$ cat src/hdl/csi_guard_regs.vh
// Register offsets, field positions and limits for the baud and config guard host
`ifndef CSI_GUARD_REGS_VH
`define CSI_GUARD_REGS_VH

// APB register byte offsets of the host
`define HR_CTRL        8'h00
`define HR_CFG_A       8'h04
`define HR_CFG_B       8'h08
`define HR_CFG_C       8'h0C
`define HR_PRESC       8'h10
`define HR_CMD         8'h14
`define HR_STATUS      8'h18
`define HR_IRQ_STAT    8'h1C
`define HR_IRQ_EN      8'h20
`define HR_IRQ_CLR     8'h24

// Host CTRL fields
`define CTRL_PWR       0
`define CTRL_BAUD_EN   1

// Host CMD fields
`define CMD_PRESC      0
`define CMD_CFG        1
`define CMD_OVR        2

// Host STATUS fields
`define ST_BUSY        0
`define ST_POWERED     1
`define ST_BAUD_ON     2
`define ST_OVERRUN     3
`define ST_WATCH       4

// Interrupt event bits
`define EV_DONE        0
`define EV_REFUSED     1
`define EV_OVERRUN     2
`define EV_TOO_FAST    3
`define EV_W           4

// Device register addresses on the device port
`define DEV_PRESC_MODE 3'h0
`define DEV_PRESC_CMP  3'h1
`define DEV_CTL_A      3'h2
`define DEV_CTL_B      3'h3
`define DEV_CTL_C      3'h4
`define DEV_STATUS     3'h5

// Device field positions
`define DA_PWR         7
`define DA_TXE         6
`define DA_RXE         5
`define DA_DIR         4
`define DA_TMS         1
`define DM_BGCE        4
`define DS_OVE         0

// Baud ceiling times two, in Hz (2 x 8 MHz)
`define BAUD_LIM2      40'h00_00F4_2400
// Compare value used when the compare field is zero
`define CMP_ZERO_EFF   9'h100

// Reset values
`define RST_BYTE       8'h00
`define RST_WORD       32'h0000_0000

`endif

$ cat src/hdl/baud_config_host.v
// Host controller that programs the serial unit prescaler and control registers safely
`include "csi_guard_regs.vh"
`default_nettype none

//
// Contract
// - No prescaler mode write while timer/unit runs
// - Prescaler mode written before baud enable set
// - No compare write while timer/unit runs
// - Compare written before baud enable set
// - Generated baud clock at most 8 MHz
// - Read overrun flag after DMA transfer
// - Control A fields frozen while powered
// - Control B fields frozen while powered
// - Character length frozen while powered
// - Clear power once, then reinitialise unit
module baud_config_host #(
	parameter [31:0] DEV_CLK_HZ = 32'h01E8_4800 // Device peripheral clock, 32 MHz
) (
	input  wire        pclk,      // 10 MHz system clock
	input  wire        presetn,   // Async reset, active low
	input  wire        psel,      // APB select
	input  wire        penable,   // APB enable
	input  wire        pwrite,    // APB write
	input  wire [7:0]  paddr,     // APB byte address
	input  wire [31:0] pwdata,    // APB write data
	output reg  [31:0] prdata,    // APB read data
	output wire        pready,    // APB ready, always high
	output wire        pslverr,   // APB error on unmapped address
	output reg         dev_req,   // Device access request, held until ack
	output reg         dev_we,    // Device access is a write
	output reg  [2:0]  dev_addr,  // Device register address
	output reg  [7:0]  dev_wdata, // Device write data
	input  wire        dev_ack,   // Device acknowledge (four-phase)
	input  wire [7:0]  dev_rdata, // Device read data, stable while ack high
	input  wire        watch_run, // Watch timer running
	input  wire        dma_done,  // DMA transfer complete level
	output wire        irq        // Level interrupt
);

	// Operations and sequencer states
	localparam OP_NONE  = 2'b00;
	localparam OP_PRESC = 2'b01;
	localparam OP_CFG   = 2'b10;
	localparam OP_OVR   = 2'b11;
	localparam S_IDLE   = 2'b00;
	localparam S_REQ    = 2'b01;
	localparam S_REL    = 2'b10;

	reg  [1:0]      ctrl_r;     // Power and baud enable requests
	reg  [3:0]      cfg_a_r;    // txe, rxe, dir, tms
	reg  [4:0]      cfg_b_r;    // ckp, dap, cks[2:0]
	reg  [3:0]      cfg_c_r;    // Character length
	reg  [1:0]      presc_mode_r;
	reg  [7:0]      presc_cmp_r;
	reg  [`EV_W-1:0] irq_stat_r;
	reg  [`EV_W-1:0] irq_en_r;
	reg  [1:0]      state_r;
	reg  [1:0]      op_r;
	reg  [1:0]      step_r;
	reg             powered_r;  // Power bit last written to device
	reg             baud_on_r;  // Baud enable last written to device
	reg             overrun_r;  // Overrun flag from last status read
	reg             dma_prev_r;
	reg             dma_pend_r; // DMA completion waiting for an idle host
	reg  [`EV_W-1:0] ev_set;
	reg  [2:0]      step_addr;
	reg  [7:0]      step_data;
	reg             step_we;
	reg             step_last;
	wire [2:0]      sync_lv;
	wire            ack_s;
	wire            watch_s;
	wire            dma_s;
	wire            dma_rise;
	wire            dma_go;
	wire            wr_en;
	wire            rd_en;
	wire            mapped;
	wire            cmd_wr;
	wire            busy;
	wire [8:0]      cmp_eff;
	wire [39:0]     baud_lim;
	wire [31:0]     dev_div;
	wire            too_fast;
	wire            presc_blocked;
	wire            start_presc;
	wire            start_cfg;
	wire            start_ovr;

	// Pins from outside the clock domain
	pin_sync #(
		.WIDTH    (3)
	) u_sync (
		.pclk     (pclk),
		.presetn  (presetn),
		.async_in ({dma_done, watch_run, dev_ack}),
		.sync_out (sync_lv)
	);

	assign ack_s    = sync_lv[0];
	assign watch_s  = sync_lv[1];
	assign dma_s    = sync_lv[2];
	assign dma_rise = dma_s & ~dma_prev_r;

	// APB decode, zero wait state
	assign wr_en   = psel & penable & pwrite;
	assign rd_en   = psel & penable & ~pwrite;
	assign mapped  = (paddr == `HR_CTRL) | (paddr == `HR_CFG_A) | (paddr == `HR_CFG_B) |
			(paddr == `HR_CFG_C) | (paddr == `HR_PRESC) | (paddr == `HR_CMD) |
			(paddr == `HR_STATUS) | (paddr == `HR_IRQ_STAT) | (paddr == `HR_IRQ_EN) |
			(paddr == `HR_IRQ_CLR);
	assign pready  = 1'b1;
	assign pslverr = psel & penable & ~mapped;
	assign cmd_wr  = wr_en & (paddr == `HR_CMD);
	assign busy    = (state_r != S_IDLE);

	assign cmp_eff  = (presc_cmp_r == `RST_BYTE) ? `CMP_ZERO_EFF : {1'b0, presc_cmp_r};
	assign baud_lim = cmp_eff * `BAUD_LIM2;
	assign dev_div  = DEV_CLK_HZ >> presc_mode_r;
	assign too_fast = ({8'h00, dev_div} > baud_lim);

	assign presc_blocked = watch_s | powered_r | too_fast;

	assign start_presc = cmd_wr & pwdata[`CMD_PRESC] & ~busy & ~presc_blocked;
	assign start_cfg   = cmd_wr & pwdata[`CMD_CFG] & ~pwdata[`CMD_PRESC] & ~busy;
	// status read after DMA completes, held pending while busy
	assign dma_go      = ~busy & ~cmd_wr & (dma_rise | dma_pend_r);
	assign start_ovr   = dma_go |
			cmd_wr & pwdata[`CMD_OVR] & ~pwdata[`CMD_CFG] & ~pwdata[`CMD_PRESC] & ~busy;

	// Device access for the current operation step
	always @*
	begin
		step_addr = `DEV_STATUS;
		step_data = `RST_BYTE;
		step_we   = 1'b0;
		step_last = 1'b1;
		case (op_r)
			OP_PRESC:
			begin
				step_we   = 1'b1;
				step_last = (step_r == 2'd2);
				case (step_r)
					2'd0:
					begin
						step_addr = `DEV_PRESC_MODE;
						step_data = {6'h00, presc_mode_r};
					end
					2'd1:
					begin
						step_addr = `DEV_PRESC_CMP;
						step_data = presc_cmp_r;
					end
					// enable set only as the final step
					default:
					begin
						step_addr = `DEV_PRESC_MODE;
						step_data = {6'h00, presc_mode_r};
						step_data[`DM_BGCE] = ctrl_r[`CTRL_BAUD_EN];
					end
				endcase
			end
			OP_CFG:
			begin
				step_we   = 1'b1;
				step_last = (step_r == 2'd3);
				case (step_r)
					// power cleared before frozen fields change
					2'd0:
					begin
						step_addr = `DEV_CTL_A;
						step_data = `RST_BYTE;
					end
					2'd1:
					begin
						step_addr = `DEV_CTL_B;
						step_data = {3'h0, cfg_b_r};
					end
					2'd2:
					begin
						step_addr = `DEV_CTL_C;
						step_data = {4'h0, cfg_c_r};
					end
					// fields and power set together last
					default:
					begin
						step_addr = `DEV_CTL_A;
						step_data = `RST_BYTE;
						step_data[`DA_TXE] = cfg_a_r[3];
						step_data[`DA_RXE] = cfg_a_r[2];
						step_data[`DA_DIR] = cfg_a_r[1];
						step_data[`DA_TMS] = cfg_a_r[0];
						step_data[`DA_PWR] = ctrl_r[`CTRL_PWR];
					end
				endcase
			end
			OP_OVR:
			begin
				step_addr = `DEV_STATUS;
				step_we   = 1'b0;
				step_last = 1'b1;
			end
			default:
			begin
				step_last = 1'b1;
			end
		endcase
	end

	// Sequencer and device port, four-phase handshake
	always @(posedge pclk or negedge presetn)
	begin
		if (!presetn)
		begin
			state_r   <= S_IDLE;
			op_r      <= OP_NONE;
			step_r    <= 2'd0;
			dev_req   <= 1'b0;
			dev_we    <= 1'b0;
			dev_addr  <= `DEV_STATUS;
			dev_wdata <= `RST_BYTE;
			powered_r <= 1'b0;
			baud_on_r <= 1'b0;
			overrun_r <= 1'b0;
		end
		else
		begin
			case (state_r)
				S_IDLE:
				begin
					if (start_presc | start_cfg | start_ovr)
					begin
						op_r    <= start_presc ? OP_PRESC : (start_cfg ? OP_CFG : OP_OVR);
						step_r  <= 2'd0;
						state_r <= S_REQ;
					end
				end
				S_REQ:
				begin
					dev_req   <= 1'b1;
					dev_we    <= step_we;
					dev_addr  <= step_addr;
					dev_wdata <= step_data;
					if (dev_req & ack_s)
					begin
						dev_req <= 1'b0;
						state_r <= S_REL;
						if (step_we & (step_addr == `DEV_CTL_A))
						begin
							powered_r <= step_data[`DA_PWR];
						end
						if (step_we & (step_addr == `DEV_PRESC_MODE))
						begin
							baud_on_r <= step_data[`DM_BGCE];
						end
						if (~step_we)
						begin
							overrun_r <= dev_rdata[`DS_OVE];
						end
					end
				end
				S_REL:
				begin
					if (~ack_s)
					begin
						if (step_last)
						begin
							state_r <= S_IDLE;
							op_r    <= OP_NONE;
						end
						else
						begin
							step_r  <= step_r + 2'd1;
							state_r <= S_REQ;
						end
					end
				end
				default:
				begin
					state_r <= S_IDLE;
				end
			endcase
		end
	end

	// Event pulses for the interrupt status
	always @*
	begin
		ev_set = {`EV_W{1'b0}};
		ev_set[`EV_DONE]     = (state_r == S_REL) & ~ack_s & step_last;
		ev_set[`EV_REFUSED]  = cmd_wr & (busy | (pwdata[`CMD_PRESC] & presc_blocked));
		ev_set[`EV_OVERRUN]  = (state_r == S_REQ) & dev_req & ack_s & ~step_we &
				dev_rdata[`DS_OVE];
		ev_set[`EV_TOO_FAST] = cmd_wr & pwdata[`CMD_PRESC] & too_fast;
	end

	// Host registers written over APB
	always @(posedge pclk or negedge presetn)
	begin
		if (!presetn)
		begin
			ctrl_r       <= 2'b00;
			cfg_a_r      <= 4'h0;
			cfg_b_r      <= 5'h00;
			cfg_c_r      <= 4'h0;
			presc_mode_r <= 2'b00;
			presc_cmp_r  <= `RST_BYTE;
			irq_en_r     <= {`EV_W{1'b0}};
			irq_stat_r   <= {`EV_W{1'b0}};
			dma_prev_r   <= 1'b0;
			dma_pend_r   <= 1'b0;
		end
		else
		begin
			dma_prev_r <= dma_s;
			// A completion seen while busy is not lost
			dma_pend_r <= ~dma_go & (dma_pend_r | dma_rise);
			if (wr_en & (paddr == `HR_CTRL))
			begin
				ctrl_r <= pwdata[1:0];
			end
			if (wr_en & (paddr == `HR_CFG_A))
			begin
				cfg_a_r <= pwdata[3:0];
			end
			if (wr_en & (paddr == `HR_CFG_B))
			begin
				cfg_b_r <= pwdata[4:0];
			end
			if (wr_en & (paddr == `HR_CFG_C))
			begin
				cfg_c_r <= pwdata[3:0];
			end
			if (wr_en & (paddr == `HR_PRESC))
			begin
				presc_mode_r <= pwdata[1:0];
				presc_cmp_r  <= pwdata[15:8];
			end
			if (wr_en & (paddr == `HR_IRQ_EN))
			begin
				irq_en_r <= pwdata[`EV_W-1:0];
			end
			// Set wins over clear
			if (wr_en & (paddr == `HR_IRQ_CLR))
			begin
				irq_stat_r <= (irq_stat_r & ~pwdata[`EV_W-1:0]) | ev_set;
			end
			else
			begin
				irq_stat_r <= irq_stat_r | ev_set;
			end
		end
	end

	// APB read data, registered on the setup phase
	always @(posedge pclk or negedge presetn)
	begin
		if (!presetn)
		begin
			prdata <= `RST_WORD;
		end
		else if (psel & ~penable & ~pwrite)
		begin
			prdata <= `RST_WORD;
			case (paddr)
				`HR_CTRL:     prdata[1:0]  <= ctrl_r;
				`HR_CFG_A:    prdata[3:0]  <= cfg_a_r;
				`HR_CFG_B:    prdata[4:0]  <= cfg_b_r;
				`HR_CFG_C:    prdata[3:0]  <= cfg_c_r;
				`HR_PRESC:    prdata[15:0] <= {presc_cmp_r, 6'h00, presc_mode_r};
				`HR_STATUS:
				begin
					prdata[`ST_BUSY]    <= busy;
					prdata[`ST_POWERED] <= powered_r;
					prdata[`ST_BAUD_ON] <= baud_on_r;
					prdata[`ST_OVERRUN] <= overrun_r;
					prdata[`ST_WATCH]   <= watch_s;
				end
				`HR_IRQ_STAT: prdata[`EV_W-1:0] <= irq_stat_r;
				`HR_IRQ_EN:   prdata[`EV_W-1:0] <= irq_en_r;
				default:      prdata <= `RST_WORD;
			endcase
		end
	end

	// Level interrupt from enabled sticky bits
	assign irq = |(irq_stat_r & irq_en_r);

endmodule

`default_nettype wire

$ cat src/hdl/pin_sync.v
// Two-flop synchroniser for a group of asynchronous input pins
`default_nettype none

module pin_sync #(
	parameter WIDTH = 3
) (
	input  wire             pclk,    // System clock
	input  wire             presetn, // Async reset, active low
	input  wire [WIDTH-1:0] async_in, // Raw pins
	output wire [WIDTH-1:0] sync_out  // Synchronised levels
);

	genvar gi;

	// One two-flop chain per pin
	generate
		for (gi = 0; gi < WIDTH; gi = gi + 1)
		begin : g_bit
			reg meta_r;
			reg stable_r;
			always @(posedge pclk or negedge presetn)
			begin
				if (!presetn)
				begin
					meta_r   <= 1'b0;
					stable_r <= 1'b0;
				end
				else
				begin
					meta_r   <= async_in[gi];
					stable_r <= meta_r;
				end
			end
			assign sync_out[gi] = stable_r;
		end
	endgenerate

endmodule

`default_nettype wire

$ cat config.mk
export PLATFORM = sky130hd
export DESIGN_NAME = baud_config_host
export DESIGN_NICKNAME = d
export VERILOG_FILES = /design/src/hdl/baud_config_host.v /design/src/hdl/pin_sync.v
export VERILOG_INCLUDE_DIRS = /design/src /design/src/hdl
export SDC_FILE = /design/constraint.sdc
export NUM_CORES = 1
export LEC_CHECK = 0
export BUFFER_PORTS_ARGS = -buffer_cell sky130_fd_sc_hd__buf_2
export CORE_MARGIN = 5
export CORE_UTILIZATION = 45
export DETAILED_ROUTE_END_ITERATION = 10
export GPL_TIMING_DRIVEN = 0
export PLACE_DENSITY_LB_ADDON = 0.08
export SLEW_MARGIN = 10
export SYNTH_ARGS = -nofsm -noshare
export SYNTH_HDL_FRONTEND = slang
export SYNTH_SLANG_ARGS = --single-unit
$ cat constraint.sdc
create_clock -name pclk -period 12.1 [get_ports pclk]
set_input_delay 1.815 -clock pclk [delete_from_list [all_inputs] [get_ports pclk]]
set_output_delay 1.815 -clock pclk [all_outputs]
set_load 0.1 [all_outputs]
==> results.sh <==
export IMPL_status="finished clean"
export IMPL_internal_power_w=0.000489
export IMPL_die_height_um=127
export IMPL_vias=4998
export IMPL_drv_cap=0
export IMPL_tightestPinTransition_ns=0.546
export IMPL_cts_resized=0
export IMPL_cts_root_buf="clkbuf_16"
export IMPL_slew_violations=0
export IMPL_worstPathArrival_ns=7.56
export IMPL_synth_area_sq_um=6120
export IMPL_synth_top_cell_by_area="dfrtp_1"
export IMPL_antenna_found_initial=0
export IMPL_slowest_stage="nor4_4"
export IMPL_worstHoldEndpoint="u_sync.g_bit[2].stable_r"
export IMPL_drtIter0Drc=257
export IMPL_synth_main_ff_cell="dfrtp_1"
export IMPL_area_delta_synth_final_pct=14.1
export IMPL_port_buffers=55
export IMPL_htree_levels=3
export IMPL_fin_area_sq_um=6980
export IMPL_grt_pass1_vias=5128
export IMPL_layout_commonest_cell="nand2_1"
export IMPL_fin_cells=928
export IMPL_rows=42
export IMPL_crit_path_start_kind="register"
export IMPL_dpl_hpwl_mm=12.3
export IMPL_cts_buffers=9
export IMPL_cp_max_fo=9
export IMPL_cts_sinks=76
export IMPL_die_area_sq_um=16000
export IMPL_yosysTopAreaCellShare=0.303
export IMPL_p_comb_frac=0.328
export IMPL_r2r_start="presc_cmp_r[1]"
export IMPL_power_frac_seq=0.372
export IMPL_syn_inst=661
export IMPL_crit_required_ns=12.30
export IMPL_dp_slack_ns=4.77
export IMPL_path_clk_slew_ns=0.05
export IMPL_cts_tree="built"
export IMPL_critical_path_cell_chain="clkbuf_1 -> inv_1 -> ha_1 -> nand4_1 -> clkinv_1 -> nor2_1 -> ha_1 -> ha_1 -> fa_1 -> fa_1 -> ha_1 -> a21oi_1 -> o21ai_0 -> a31oi_1 -> xor2_1 -> ha_1 -> and4b_1 -> nand4_1 -> nor4_1 -> o21ai_0 -> nand4_1 -> nor4_4 -> nor4_2 -> or3_1"
export IMPL_start_util=0.460
export IMPL_ioPinCount=104
export IMPL_crit_family="adder cells"
export IMPL_fin_ws_ns=4.74
export IMPL_drc=0
export IMPL_globalRouteTotalUtil=0.193
export IMPL_powerDensity_nw_per_um2=115
export IMPL_p_sw_frac=0.389
export IMPL_syn_avg_cell_area_sq_um=9.26
export IMPL_hold_buffers=0
export IMPL_fin_crit_ns=7.36
export IMPL_clk_insertion_delay_late_ns=0.33
export IMPL_ys_top_cells_by_area="dfrtp_1 (30%), ha_1 (17%), nand2_1 (5.3%)"
export IMPL_crit_top_cell="ha_1"
export IMPL_place_inst=912
export IMPL_core_area_sq_um=13300
export IMPL_grt_ovfl_total=0
export IMPL_setup_viol=0
export IMPL_drive_gt1_frac=0.178
export IMPL_routabilityCongestion=0.866
export IMPL_p_leak_nw=3.49
export IMPL_hold_start="u_sync.g_bit[2].meta_r"
export IMPL_synth_edf_count=0
export IMPL_wl_per_cell_um=16.4
export IMPL_final_nets=901
export IMPL_post_cts_buffers=0
export IMPL_synthArstFlopShare=1.00
export IMPL_worstSetupPathType="register to register"
export IMPL_die_w_um=127
export IMPL_fin_crit_sh=0.608
export IMPL_hp_class="register to register"
export IMPL_routed_wl_mm=15.2
export IMPL_worst_ir_drop_vdd_v=0.0000958
export IMPL_crit_path_end_kind="register"
export IMPL_via_per_inst=5.39
export IMPL_crit_path_max_incr_delay_ns=0.57
export IMPL_power_total_w=0.000800
export IMPL_r2r_cells=24
export IMPL_hold_depth=0
export IMPL_ant_nets=0
export IMPL_grt_max_degree=59
export IMPL_tns_ns=0
export IMPL_final_cell_mix="nand2_1 (86), ha_1 (82), dfrtp_1 (74)"
export IMPL_relSlewSlack=0.636
export IMPL_clock_path_buffers=2
export IMPL_grt_pass1_wl_mm=25.4
export IMPL_max_freq_mhz=136
export IMPL_timing_rr_end="state_r[0]"
export IMPL_critPathBufInv=3
export IMPL_p_sw_w=0.000311
export IMPL_clkPwrFrac=0.301
export IMPL_post_dp_cell_area_sq_um=6720
export IMPL_ys_seq_area_frac=0.311
export IMPL_hold_viol=0
export IMPL_firstDrtPassIters=5
export IMPL_ys_ff_latch=76
export IMPL_rrSetupSlack_ns=4.74
export IMPL_yosys_warnings=0
export IMPL_antenna_cells=0
export IMPL_fill_cells=1246
export IMPL_grt_setup_unrepaired="no"
export IMPL_fin_skew_ns=0.00346
export IMPL_yosysUniqueCellTypes=66
-- kinds of logic after synthesis --
group	synth area share
fa+ha+maj	0.220
other cells	0.00123
flops	0.311
simple gates	0.143
xor+xnor	0.0243
mux	0.0581
buf+inv	0.0789
compound gates	0.164
-- registers in the layout, summed over array words and instances, names as in the netlist, 2 cells and up --
| name | flops |
|---|---|
| irq_en_r | 4 |
| cfg_c_r | 4 |
| dev_wdata | 8 |
| irq_stat_r | 4 |
| presc_mode_r | 2 |
| step_r | 2 |
| u_sync.g_bit.stable_r | 3 |
| presc_cmp_r | 8 |
| dev_addr | 3 |
| cfg_a_r | 4 |
| cfg_b_r | 5 |
| ctrl_r | 2 |
| op_r | 2 |
| u_sync.g_bit.meta_r | 3 |
| prdata | 13 |
| state_r | 2 |
-- stage by stage --
step,hold WS [ns],util
after floorplan,0.331,-
after global placement,0.333,0.503
after detailed placement,0.337,0.505
after CTS,0.349,0.525
after global routing,0.369,0.525
final,0.348,0.525
-- worst reg2reg max path: stages (launching register included) --
cell	delay [ns]
dfrtp_1	0.34
clkbuf_1	0.32
inv_1	0.13
ha_1	0.22
nand4_1	0.29
clkinv_1	0.36
nor2_1	0.51
ha_1	0.35
ha_1	0.32
fa_1	0.50
fa_1	0.45
ha_1	0.38
a21oi_1	0.25
o21ai_0	0.13
a31oi_1	0.20
xor2_1	0.20
ha_1	0.29
and4b_1	0.19
nand4_1	0.09
nor4_1	0.05
o21ai_0	0.32
nand4_1	0.23
nor4_4	0.57
nor4_2	0.16
or3_1	0.38
-- routing by layer --
metal | global-route usage | wire length (um) | up-vias
li1 | - | - | 2471
met1 | 0.247 | 6760 | 2385
met4 | 0.0669 | 344 | 0
met2 | 0.339 | 7680 | 120
met3 | 0.0198 | 420 | 22
met5 | 0 | 0 | -
-- power by group through the flow --
| stage | Clock [W] | Sequential, W | Combinational, W |
|---|---|---|---|
| 2_1_floorplan | 0 | 0.000353 | 0.000148 |
| 3_3_place_gp | 0 | 0.000300 | 0.000257 |
| 3_5_place_dp | 0 | 0.000302 | 0.000261 |
| 4_1_cts | 0.000244 | 0.000297 | 0.000263 |
| 5_1_grt | 0.000256 | 0.000301 | 0.000285 |
| 6_report | 0.000240 | 0.000297 | 0.000262 |
-- Yosys cell counts, types with 2 or more instances --
library cell and count:
o211ai_1 2, xor2_1 10, o31ai_1 5, nand2_1 86
a31oi_1 7, a21oi_2 4, and2_1 3, o2111ai_1 2
ha_1 82, o21a_1 2, nand4_1 7, a222oi_1 2
a21o_1 4, nand3_1 14, o22a_1 2, o21ai_2 3
a32o_1 7, a21oi_1 29, or3_1 2, o311ai_1 2
clkinv_1 2, dfstp_2 2, nor3_1 9, o32ai_1 2
clkbuf_1 25, a211oi_1 2, inv_1 58, conb_1 2
buf_4 20, nor2b_1 4, nor4_1 2, a211oi_2 2
fa_1 16, a22oi_1 13, mux2_2 28, mux2i_1 4
a22o_1 8, nor2_1 31, dfrtp_1 74, and3_1 8
nand3b_1 5, o22ai_1 2, nand2b_1 8, o21ai_0 31
xnor2_1 7
-- layout make-up --
| type | instances | area (sq um) | area share |
|---|---|---|---|
| Sequential cell | 76 | 1900 | 0.273 |
| Inverter | 60 | 225 | 0.0323 |
| Clock inverter | 2 | 10.0 | 0.00143 |
| Tap cell | 176 | 220 | 0.0315 |
| Clock buffer | 14 | 254 | 0.0364 |
| Timing Repair Buffer | 56 | 305 | 0.0437 |
| Buffer | 48 | 258 | 0.0369 |
| Multi-Input combinational cell | 496 | 3800 | 0.545 |
-- how the worst max path moves through the flow --
stage / start / to / cells past startpoint
4_1_cts: presc_cmp_r[1] / state_r[0] / 24
2_1_floorplan: presc_cmp_r[1] / op_r[0] / 24
3_3_place_gp: presc_cmp_r[1] / state_r[0] / 24
3_5_place_dp: presc_cmp_r[1] / state_r[0] / 24
6_report: presc_cmp_r[1] / state_r[0] / 24
5_1_grt: presc_cmp_r[1] / state_r[0] / 24
Note: power is estimated with default switching activity, not from simulation.
